--- src/bchr_pkg.sv ---
`default_nettype none
// ==========================================================================
// Constants and carriers for the configuration header
package bchr_pkg;

   // =======================================================================
   // Register word byte addresses
   localparam logic [7:0] OFS_CLASS_REV = 8'h08;
   localparam logic [7:0] OFS_CACHE_HDR = 8'h0c;
   localparam logic [7:0] OFS_BUS_NUM   = 8'h18;
   localparam logic [7:0] OFS_IO_BASE   = 8'h1c;

   // =======================================================================
   // Byte lane of each field
   localparam int LANE_REV      = 0;
   localparam int LANE_PROGIF   = 1;
   localparam int LANE_SUBCLASS = 2;
   localparam int LANE_BASECLS  = 3;
   localparam int LANE_CLS      = 0;
   localparam int LANE_PRILAT   = 1;
   localparam int LANE_HDR      = 2;
   localparam int LANE_PRIBUS   = 0;
   localparam int LANE_SECBUS   = 1;
   localparam int LANE_SUBBUS   = 2;
   localparam int LANE_SECLAT   = 3;
   localparam int LANE_IOBASE   = 0;

   // =======================================================================
   // Constant field values
   localparam logic [7:0] REV_ID_DEF    = 8'h3a;  // Arbitrary value
   localparam logic [7:0] PROGIF_VAL    = 8'h00;
   localparam logic [7:0] SUBCLASS_VAL  = 8'h04;
   localparam logic [7:0] BASECLASS_VAL = 8'h06;
   localparam logic [7:0] HDR_TYPE_VAL  = 8'h01;
   localparam logic [3:0] IO_CAP_VAL    = 4'h1;
   localparam logic [7:0] CLS_MAX       = 8'h10;
   localparam logic [7:0] PREFETCH_MIN  = 8'h01;
   localparam logic [11:0] IO_LOW_BASE  = 12'h000;
   localparam logic [11:0] IO_LOW_TOP   = 12'hfff;

   // =======================================================================
   // Reset values of writable fields
   localparam logic [7:0] CLS_RST    = 8'h00;
   localparam logic [7:0] LAT_RST    = 8'h00;
   localparam logic [7:0] BUS_RST    = 8'h00;
   localparam logic [3:0] IOBASE_RST = 4'h0;

   // =======================================================================
   // Master status of one bus interface
   typedef struct packed {
      logic       frameStart;   // Pulse: our FRAME# just asserted
      logic       frameActive;  // Level: we own the bus as master
      logic       gnt;          // Level: grant still present
      logic       mwi;          // Level: burst is memory write and invalidate
      logic       dataPhase;    // Pulse: one data phase completed
      logic [4:0] startDword;   // Dword index of the burst start address
   } bchr_mst_s;

   // Decisions back to that master
   typedef struct packed {
      logic stopReq;       // End the burst after this data phase
      logic timerExpired;  // Latency timer has run out
      logic lineEnd;       // MWI burst and this data phase closes a cache line
   } bchr_mctl_s;

   // Configuration snapshot for forwarding decode
   typedef struct packed {
      logic [7:0] priBus;
      logic [7:0] secBus;
      logic [7:0] subBus;
      logic [7:0] cacheLine;
      logic [7:0] priLat;
      logic [7:0] secLat;
      logic [3:0] ioBase4;
   } bchr_cfg_s;

endpackage
`default_nettype wire

--- src/bchr_lat_timer.sv ---
`timescale 1ns/1ps
`default_nettype none
// ==========================================================================
// Master latency timer
module bchr_lat_timer (
   // Clock and reset
   input  wire logic       mclk,
   input  wire logic       resetn,
   // Control
   input  wire logic       start,
   input  wire logic       active,
   input  wire logic [7:0] loadValue,
   // Status
   output logic            expired
);

   logic [7:0] count_r;

   // Reload at frame start, count down while we own the bus
   always_ff @(posedge mclk or negedge resetn) begin
      if (!resetn) begin
         count_r <= 8'h00;
      end else if (start) begin
         count_r <= loadValue;
      end else if (active && (count_r != 8'h00)) begin
         count_r <= count_r - 8'h01;
      end
   end

   // Zero load means expired from the clock after the frame start pulse
   assign expired = active && !start && (count_r == 8'h00);

endmodule
`default_nettype wire

--- src/bchr_io_window.sv ---
`timescale 1ns/1ps
`default_nettype none
// ==========================================================================
// I/O forwarding window compare
module bchr_io_window
   import bchr_pkg::*;
(
   // Clock and reset
   input  wire logic        mclk,
   input  wire logic        resetn,
   // Window
   input  wire logic [15:0] baseUpper,
   input  wire logic [3:0]  base4,
   input  wire logic [15:0] limitUpper,
   input  wire logic [3:0]  limit4,
   // Transaction
   input  wire logic        ioValid,
   input  wire logic [31:0] ioAddr,
   // Result
   output logic             hit
);

   logic [31:0] bottom;
   logic [31:0] top;

   // Base low bits read as zero, top low bits as all ones
   assign bottom = {baseUpper, base4, IO_LOW_BASE};
   assign top    = {limitUpper, limit4, IO_LOW_TOP};

   // Registered so the forwarding decode sees a clean flop output
   always_ff @(posedge mclk or negedge resetn) begin
      if (!resetn) begin
         hit <= 1'b0;
      end else begin
         hit <= ioValid && (ioAddr >= bottom) && (ioAddr <= top);
      end
   end

endmodule
`default_nettype wire

--- src/bchr_regs.sv ---
`timescale 1ns/1ps
`default_nettype none
// Contract
// - Revision byte at 08h is constant.
// - Class bytes read 00h, 04h, 06h.
// - Cache line size ends MWI bursts and sizes read prefetch.
// - Primary latency timer, 0Ch 15:8, counts from FRAME#.
// - Header type at 0Ch bits 23:16 reads constant 01h.
// - Primary bus number, 18h 7:0, RW.
// - Secondary bus number, 18h 15:8, RW.
// - Subordinate bus number, 18h 23:16, RW.
// - Secondary latency timer at 18h bits 31:24 counts from S_FRAME#.
// - Secondary timer zero, grant gone: stop after first data phase, except MWI.
// - I/O base bits 3:0 read constant 1 for 32-bit I/O.
// - I/O base bits 7:4 give address 15:12; low twelve bits zero.
// - I/O base address 31:16 comes from the separate upper register.
// - I/O window top low twelve bits are all ones.
// ==========================================================================
// Bridge configuration header, offsets 08h to 1Ch, APB slave
module bchr_regs
   import bchr_pkg::*;
#(
   parameter logic [7:0] REV_ID = REV_ID_DEF  // Arbitrary value
) (
   // Clock and reset
   input  wire logic        mclk,
   input  wire logic        resetn,
   // APB slave
   input  wire logic        psel,
   input  wire logic        penable,
   input  wire logic        pwrite,
   input  wire logic [7:0]  paddr,
   input  wire logic [31:0] pwdata,
   input  wire logic [3:0]  pstrb,
   output logic [31:0]      prdata,
   output logic             pready,
   output logic             pslverr,
   // Master status
   input  wire bchr_pkg::bchr_mst_s priMst,
   input  wire bchr_pkg::bchr_mst_s secMst,
   // Master decisions
   output bchr_pkg::bchr_mctl_s     priCtl,
   output bchr_pkg::bchr_mctl_s     secCtl,
   // I/O window pieces held elsewhere
   input  wire logic [15:0] ioBaseUpper,
   input  wire logic [15:0] ioLimitUpper,
   input  wire logic [3:0]  ioLimit4,
   // I/O forwarding decode
   input  wire logic        ioValid,
   input  wire logic [31:0] ioAddr,
   output logic             ioForward,
   // Configuration to forwarding and prefetch logic
   output bchr_pkg::bchr_cfg_s      cfgOut,
   output logic [7:0]       prefetchDwords
);

   // =======================================================================
   // Register state
   logic [7:0] cacheLine_r;
   logic [7:0] priLat_r;
   logic [7:0] priBus_r;
   logic [7:0] secBus_r;
   logic [7:0] subBus_r;
   logic [7:0] secLat_r;
   logic [3:0] ioBase4_r;
   logic [7:0] prefetch_r;
   logic [31:0] prdata_r;
   logic [31:0] rdWord;

   // =======================================================================
   // Bus decode
   logic setup;
   logic access;
   logic hitClassRev;
   logic hitCacheHdr;
   logic hitBusNum;
   logic hitIoBase;
   logic mapped;
   logic wrCacheHdr;
   logic wrBusNum;
   logic wrIoBase;

   // Bits 1:0 ignored; one aligned word per register
   assign hitClassRev = (paddr[7:2] == OFS_CLASS_REV[7:2]);
   assign hitCacheHdr = (paddr[7:2] == OFS_CACHE_HDR[7:2]);
   assign hitBusNum   = (paddr[7:2] == OFS_BUS_NUM[7:2]);
   assign hitIoBase   = (paddr[7:2] == OFS_IO_BASE[7:2]);
   assign mapped      = hitClassRev || hitCacheHdr || hitBusNum || hitIoBase;

   // Zero-wait slave
   assign setup   = psel && !penable;
   assign access  = psel && penable;
   assign pready  = access;
   assign pslverr = access && !mapped;

   // Write strobes; the 08h word has no writable lane
   assign wrCacheHdr = access && pwrite && hitCacheHdr;
   assign wrBusNum   = access && pwrite && hitBusNum;
   assign wrIoBase   = access && pwrite && hitIoBase;

   // =======================================================================
   // Writable fields

   // Cache line size, stored as written
   always_ff @(posedge mclk or negedge resetn) begin
      if (!resetn) begin
         cacheLine_r <= CLS_RST;
      end else if (wrCacheHdr && pstrb[LANE_CLS]) begin
         cacheLine_r <= pwdata[LANE_CLS*8 +: 8];
      end
   end

   // Primary latency timer value
   always_ff @(posedge mclk or negedge resetn) begin
      if (!resetn) begin
         priLat_r <= LAT_RST;
      end else if (wrCacheHdr && pstrb[LANE_PRILAT]) begin
         priLat_r <= pwdata[LANE_PRILAT*8 +: 8];
      end
   end

   // Primary bus number
   always_ff @(posedge mclk or negedge resetn) begin
      if (!resetn) begin
         priBus_r <= BUS_RST;
      end else if (wrBusNum && pstrb[LANE_PRIBUS]) begin
         priBus_r <= pwdata[LANE_PRIBUS*8 +: 8];
      end
   end

   // Secondary bus number
   always_ff @(posedge mclk or negedge resetn) begin
      if (!resetn) begin
         secBus_r <= BUS_RST;
      end else if (wrBusNum && pstrb[LANE_SECBUS]) begin
         secBus_r <= pwdata[LANE_SECBUS*8 +: 8];
      end
   end

   // Subordinate bus number
   always_ff @(posedge mclk or negedge resetn) begin
      if (!resetn) begin
         subBus_r <= BUS_RST;
      end else if (wrBusNum && pstrb[LANE_SUBBUS]) begin
         subBus_r <= pwdata[LANE_SUBBUS*8 +: 8];
      end
   end

   // Secondary latency timer value
   always_ff @(posedge mclk or negedge resetn) begin
      if (!resetn) begin
         secLat_r <= LAT_RST;
      end else if (wrBusNum && pstrb[LANE_SECLAT]) begin
         secLat_r <= pwdata[LANE_SECLAT*8 +: 8];
      end
   end

   // I/O base: upper nibble writable only
   always_ff @(posedge mclk or negedge resetn) begin
      if (!resetn) begin
         ioBase4_r <= IOBASE_RST;
      end else if (wrIoBase && pstrb[LANE_IOBASE]) begin
         ioBase4_r <= pwdata[LANE_IOBASE*8+4 +: 4];
      end
   end

   // =======================================================================
   // Read path

   // Constant fields never come from storage
   always_comb begin
      rdWord = 32'h0000_0000;
      if (hitClassRev) begin
         rdWord[LANE_REV*8 +: 8]      = REV_ID;
         rdWord[LANE_PROGIF*8 +: 8]   = PROGIF_VAL;
         rdWord[LANE_SUBCLASS*8 +: 8] = SUBCLASS_VAL;
         rdWord[LANE_BASECLS*8 +: 8]  = BASECLASS_VAL;
      end else if (hitCacheHdr) begin
         rdWord[LANE_CLS*8 +: 8]      = cacheLine_r;
         rdWord[LANE_PRILAT*8 +: 8]   = priLat_r;
         rdWord[LANE_HDR*8 +: 8]      = HDR_TYPE_VAL;
      end else if (hitBusNum) begin
         rdWord[LANE_PRIBUS*8 +: 8]   = priBus_r;
         rdWord[LANE_SECBUS*8 +: 8]   = secBus_r;
         rdWord[LANE_SUBBUS*8 +: 8]   = subBus_r;
         rdWord[LANE_SECLAT*8 +: 8]   = secLat_r;
      end else if (hitIoBase) begin
         rdWord[LANE_IOBASE*8 +: 4]   = IO_CAP_VAL;
         rdWord[LANE_IOBASE*8+4 +: 4] = ioBase4_r;
      end
   end

   // Captured in setup so prdata is a flop in the access phase
   always_ff @(posedge mclk or negedge resetn) begin
      if (!resetn) begin
         prdata_r <= 32'h0000_0000;
      end else if (setup && !pwrite) begin
         prdata_r <= rdWord;
      end
   end

   assign prdata = prdata_r;

   // =======================================================================
   // Cache line use

   logic       clsValid;
   logic [7:0] clsEff;
   logic [4:0] clsMask;

   // Invalid sizes act as no cache line, not a bogus length
   assign clsValid = ((cacheLine_r & (cacheLine_r - 8'h01)) == 8'h00) &&
                     (cacheLine_r <= CLS_MAX);
   assign clsEff   = clsValid ? cacheLine_r : 8'h00;
   assign clsMask  = clsEff[4:0] - 5'h01;

   // Prefetch at least one dword even with no line programmed
   always_ff @(posedge mclk or negedge resetn) begin
      if (!resetn) begin
         prefetch_r <= PREFETCH_MIN;
      end else if (clsEff == 8'h00) begin
         prefetch_r <= PREFETCH_MIN;
      end else begin
         prefetch_r <= clsEff;
      end
   end

   assign prefetchDwords = prefetch_r;

   // =======================================================================
   // Latency timer and burst end per interface, 0 primary

   bchr_mst_s  mst [2];
   bchr_mctl_s ctl [2];
   logic [7:0] latVal [2];

   assign mst[0]    = priMst;
   assign mst[1]    = secMst;
   assign latVal[0] = priLat_r;
   assign latVal[1] = secLat_r;
   assign priCtl    = ctl[0];
   assign secCtl    = ctl[1];

   for (genvar g = 0; g < 2; g++) begin : gIf
      logic       expired;
      logic [4:0] dwordPos_r;
      logic [4:0] nextPos;
      logic       atLineEnd;

      // Timer loads on our FRAME#
      bchr_lat_timer uTimer (
         .mclk      (mclk),
         .resetn    (resetn),
         .start     (mst[g].frameStart),
         .active    (mst[g].frameActive),
         .loadValue (latVal[g]),
         .expired   (expired)
      );

      // Dword position inside the cache line
      always_ff @(posedge mclk or negedge resetn) begin
         if (!resetn) begin
            dwordPos_r <= 5'h00;
         end else if (mst[g].frameStart) begin
            dwordPos_r <= mst[g].startDword;
         end else if (mst[g].dataPhase) begin
            dwordPos_r <= nextPos;
         end
      end

      // With no valid line every dword closes a line, which keeps MWI legal
      assign nextPos   = dwordPos_r + 5'h01;
      assign atLineEnd = (clsEff == 8'h00) || ((nextPos & clsMask) == 5'h00);

      // MWI ends only on a line boundary; other bursts end once expired with the grant gone
      always_comb begin
         ctl[g].timerExpired = expired;
         ctl[g].lineEnd      = mst[g].mwi && atLineEnd;
         ctl[g].stopReq      = 1'b0;
         if (mst[g].frameActive && mst[g].dataPhase && expired && !mst[g].gnt) begin
            if (!mst[g].mwi) begin
               ctl[g].stopReq = 1'b1;
            end else if (atLineEnd) begin
               ctl[g].stopReq = 1'b1;
            end
         end
      end
   end

   // =======================================================================
   // I/O forwarding decode

   bchr_io_window uIoWin (
      .mclk       (mclk),
      .resetn     (resetn),
      .baseUpper  (ioBaseUpper),
      .base4      (ioBase4_r),
      .limitUpper (ioLimitUpper),
      .limit4     (ioLimit4),
      .ioValid    (ioValid),
      .ioAddr     (ioAddr),
      .hit        (ioForward)
   );

   // =======================================================================
   // Configuration snapshot, straight from flops
   assign cfgOut.priBus    = priBus_r;
   assign cfgOut.secBus    = secBus_r;
   assign cfgOut.subBus    = subBus_r;
   assign cfgOut.cacheLine = cacheLine_r;
   assign cfgOut.priLat    = priLat_r;
   assign cfgOut.secLat    = secLat_r;
   assign cfgOut.ioBase4   = ioBase4_r;

endmodule
`default_nettype wire

--- config.mk ---
export PLATFORM = sky130hd
export DESIGN_NAME = bchr_regs
export DESIGN_NICKNAME = d
export VERILOG_FILES = /design/src/bchr_pkg.sv /design/src/bchr_lat_timer.sv /design/src/bchr_io_window.sv /design/src/bchr_regs.sv
export SDC_FILE = /design/constraint.sdc
export NUM_CORES = 1
export LEC_CHECK = 0
export ABC_AREA = 1
export BUFFER_PORTS_ARGS = -buffer_cell sky130_fd_sc_hd__buf_4
export CORE_ASPECT_RATIO = 1.25
export CORE_UTILIZATION = 51
export DETAILED_ROUTE_END_ITERATION = 6
export PLACE_DENSITY = 0.82
export SYNTH_ARGS = -nofsm -noshare
export SYNTH_HDL_FRONTEND = slang
export SYNTH_SLANG_ARGS = --single-unit
--- constraint.sdc ---
create_clock -name mclk -period 2.49 [get_ports mclk]
set_input_delay 0.3735 -clock mclk [delete_from_list [all_inputs] [get_ports mclk]]
set_output_delay 0.3735 -clock mclk [all_outputs]
set_load 0.02 [all_outputs]
After elaboration in Yosys (flattened, before gate mapping)
Index checks and enable logic that the tools add are counted.

Register bits: 119. Bits of input ports: 138. Output and inout port bits: 101. Logic and storage cells: 108.

Add/subtract/negate cells: 6. Order comparisons: 3. Equality and inequality tests: 4. Mux-type cells: 22. Bitwise logic cells: 3. Reduce and logical (&&, ||, !) cells: 56.

Operators by type and width (number): two-way mux 8 bit (9); two-way mux 24 bit (2); >= comparator 32 bit (1); <= comparator 32 bit (1); logical AND 1 bit (32); zero test 8 bit (4); two-way mux 32 bit (1); subtractor 8 x 1 -> 8 bit (second input constant) (3); two-way mux 5 bit (4); nonzero test 8 bit (2); equality test 6 x 2 -> 1 bit (second input constant) (2); equality test 6 x 3 -> 1 bit (second input constant) (2); adder 5 x 1 -> 5 bit (second input constant) (2); bitwise AND 5 bit (2); zero test 5 bit (2); bitwise AND 8 bit (1); <= comparator 8 x 5 -> 1 bit (second input constant) (1); nonzero test 2 bit (4); zero test 1 bit (7); two-way mux 1 bit (6); logical OR 1 bit (5); subtractor 5 x 1 -> 5 bit (second input constant) (1).

Depth between registers and ports, before layout
Depth after elaboration: 12. Gate-level depth with buffers: 17. Depth with buffers taken out: 17.

Modules after synthesis
A second synthesis with hierarchy kept.

Cells, all modules: 929. Area total of the unflattened synthesis: 7031.7 µm².

By module, submodules not included: bchr_regs (times used 1, cells each 521, area an instance 4559.4 µm², sequential area each 2553.7 µm²); bchr_io_window (times used 1, cells each 216, area an instance 1243.7 µm², sequential area each 25.0 µm²); bchr_lat_timer (times used 2, cells each 96, area an instance 614.3 µm², sequential area each 200.2 µm²).

Worst setup path before layout
OpenSTA, ideal clock, no wires.

Path type: reg-to-output. Start point: register cacheLine_r[0]. End point: output port secCtl[0] in the netlist's numbering. Arrival: 2.282 ns. Data required time: 2.117 ns. Setup slack: -0.165 ns. Cell stages (with the launch flop): 16. Path buffers: 0. Cell sequence: dfrtp_1 nor2_1 nand2_1 nand2_1 nand2_1 a21oi_1 inv_1 nor2_1 inv_1 ha_1 inv_1 nand2_1 nand2_1 nor2_1 nand3_1 a21boi_0.

RTL lines: start: declaration (RTL line bchr_regs.sv:59) `logic [7:0] cacheLine_r;`; start signal: assignment (RTL line bchr_regs.sv:109) `cacheLine_r <= pwdata[LANE_CLS*8 +: 8];`; end: declaration (RTL line bchr_regs.sv:43) `output bchr_pkg::bchr_mctl_s secCtl,`.

==> qor.yml <==
status: "finished, violations left"
violations: "negative setup slack"
dieWidth_um: 105
grt_pass1_wl_um: 31300
synth_fa_ha_area_share_pct: 8.56
grt_antenna_before_repair: 0
place.detailed.hpwl_um: 14700
finalCriticalPeriod_ns: 3.03
routed_wl_um: 19600
antenna_cells: 0
syn_avg_cell_area_um2: 7.95
crit_buf_inv: 5
chipHeight_um: 130
start_util_pct: 52.6
power_switching_mw: 1.77
syn_inst: 846
drv_slew: 0
synth.distinct_cells: 41
min_path_type: "input pin to flop"
rows: 46
final_common_cell: "buf_4"
fin_nets: 1304
slowest_delay_ns: 0.44
h-tree-depth: 4
clkPwrFrac_pct: 41.6
fin_cells: 1301
end_kind: "primary output"
clock_latency_ns: 0.41
synth_xor_area_share_pct: 1.82
grt_max_degree: 53
cts_root_buffer: "clkbuf_16"
post-route-period-util_pct: 122
rsz0062_at_grt: "true"
worstMarginPinSlew_ns: 0.720
clkTransAtPathRegs_ns: 0.06
globalplace.congestion: 0.850
p_int_mw: 4.14
grt_pass1_vias: 6489
criticalPathCategory: "flop to primary output"
power_frac_comb_pct: 21.3
dp_cells: 1261
synth_top_area_cell: "dfrtp_1"
syn_to_final_growth_pct: 42.9
finish.instance_area_mm2: 0.00961
rrSetupSlack_ns: 0.69
synthTopCellsByArea: "dfrtp_1 44%, nand2_1 13%, ha_1 8.6%, inv_1 7.4%, o21ai_0 5.4%"
synth-edff-count: 0
relSlewSlack_pct: 51.9
ys_seq_area_share_pct: 44.3
arrival_ns: 2.65
coreArea_mm2: 0.0128
ys_ff_latch: 119
cp_max_fo: 5
synth_top_area_share_pct: 43.9
cts_num_sinks: 119
cts_tree: "yes"
grt_util_all_layers_pct: 29.1
ant_nets: 0
clock.fmax_mhz: 330
synth_area_mm2: 0.00673
ys.flop_type: "dfrtp_1"
wl_per_cell_um: 15.0
io_pins: 239
dieArea_mm2: 0.0137
routed-via-count: 6675
hold_ws_ns: 0.185
synthSimpleGateAreaFrac_pct: 22.3
switching_share_pct: 30.0
port_buffers: 236
p_leak_nw: 5.17
crit_top_cell: "nand2_1"
path_cells: "nand2_1 > nand2_1 > nor2_2 > nand2_2 > a21oi_2 > inv_1 > nor2_2 > inv_2 > ha_4 > inv_2 > nand2_1 > nand2_1 > nor2_2 > nand3_2 > buf_6 > a21boi_2 > buf_6"
avgViaCountPerCell: 5.13
powerDensity_mw_per_mm2: 615
async_reset_ff_share_pct: 100
drive_gt1_share_pct: 31.3
synth_compound_area_share_pct: 13.7
placedInstanceArea_mm2: 0.00885
route.detailed.drc: 0
cp_top_family: "simple AND/OR/NAND/NOR gates"
synth.mux.area_fraction_pct: 0
slowest_stage: "dfrtp_2"
drt_iter0_drc: 385
yosysWarnings: 0
synth_top_family_by_area: "simple AND/OR/NAND/NOR gates"
hold_viol: 0
cts_buffers: 17
irDropWorstVdd_v: 0.000452
fin_ws_ns: -0.536
power_frac_seq_pct: 37.0
grt_overflow: 0
final_cell_mix: "267 x buf_4, 221 x nand2_1, 127 x inv_1"
finClkSkew_ns: 0.00862
startpoint_type: "flop"
cp.required_ns: 2.12
final_util_pct: 75.2
cap_violations: 0
clk_path_buf_depth: 2
setup_viol: 4
dr.pass1.iters: 5
power by group through the flow:
stage,registers [mW],clock network (mW),logic (mW)
detailed placement,2.22,0,1.21
global route,2.21,2.57,1.43
global placement,2.21,0,1.18
CTS,2.19,2.48,1.24
finish,2.19,2.46,1.26
floorplan,2.25,0,0.675
logic make-up (layout without fill, tap and decap cells):
logic type                 count (synthesis)  after routing
xor gates and xnor gates                  14             14
DFF                                      119            119
other                                      1              3
and+or+nand+nor                          356            356
AOI/OAI and AO/OA                        154            154
buffers and inverters                    156            441
adders and majority gates                 46             46
synthesized netlist by cell type (all sizes together) (9+ instances only):
cell type,instances
a21oi,35
buf,9
clkbuf,12
dfrtp,118
ha,46
inv,134
nand2,228
nand3,49
nor2,59
o211ai,13
o21ai,74
per-layer routing:
metal	share of wire, %	wire (µm)	GRT usage (%)
met5	0	0	0
met4	3.6	712	12.7
met3	6.2	1220	7.14
met2	51	9970	52.0
met1	39	7660	33.5
registers in the layout, indices dropped and copies added (netlist names):
name and flops:
prdata 32, ioBase4_r 4, gIf.dwordPos_r 10, cacheLine_r 8, subBus_r 8, prefetchDwords 8, gIf.uTimer.count_r 16, secBus_r 8
priLat_r 8, secLat_r 8, priBus_r 8, uIoWin.hit 1
layout make-up:
type / count / area (µm²)
repair buffers: 274 / 2090
fillers: 973 / 3170
multi-input cells: 573 / 3220
well taps: 168 / 210
clock inverters: 15 / 170
flip-flops and latches: 119 / 2980
clock buffers: 17 / 425
inverters: 135 / 509
worst min-delay path, stage by stage:
cell	delay, ns
buf_4	0.08
nand2_1	0.04
nand3_1	0.07
worst paths after layout:
kind                                            endpoint                      from  depth (start not counted)
worst max-delay path                           secCtl[0]            cacheLine_r[1]                         17
worst min-delay path                gIf[0].dwordPos_r[2]                 priMst[2]                          3
worst max register to register  gIf[1].uTimer.count_r[7]  gIf[1].uTimer.count_r[0]                          7
worst min register to register                 prdata[7]                 prdata[7]                          2
max in group asynchronous       gIf[0].uTimer.count_r[1]                    resetn                          3
min in group asynchronous           gIf[0].dwordPos_r[4]                    resetn                          2
through the flow:
step / setup WS, ns / power (mW) / TNS [ns]
final: -0.536 / 5.91 / -1.87
after global routing: -0.686 / 6.21 / -2.50
after CTS: -0.429 / 5.91 / -1.50
after global placement: -0.0540 / 3.39 / -0.0818
after detailed placement: -0.105 / 3.43 / -0.161
after floorplan: 0.0600 / 2.92 / 0
repair_timing:
item                                    CTS  global route
pin swaps                                 3            13
setup buffers                             6             1
resized for setup                         7            24
gates cloned                              0             0
hold buffers                              1             0
endpoints found under the hold margin    20             0
endpoints found under the setup margin    4             4
Power figures use the tool's default switching activity.
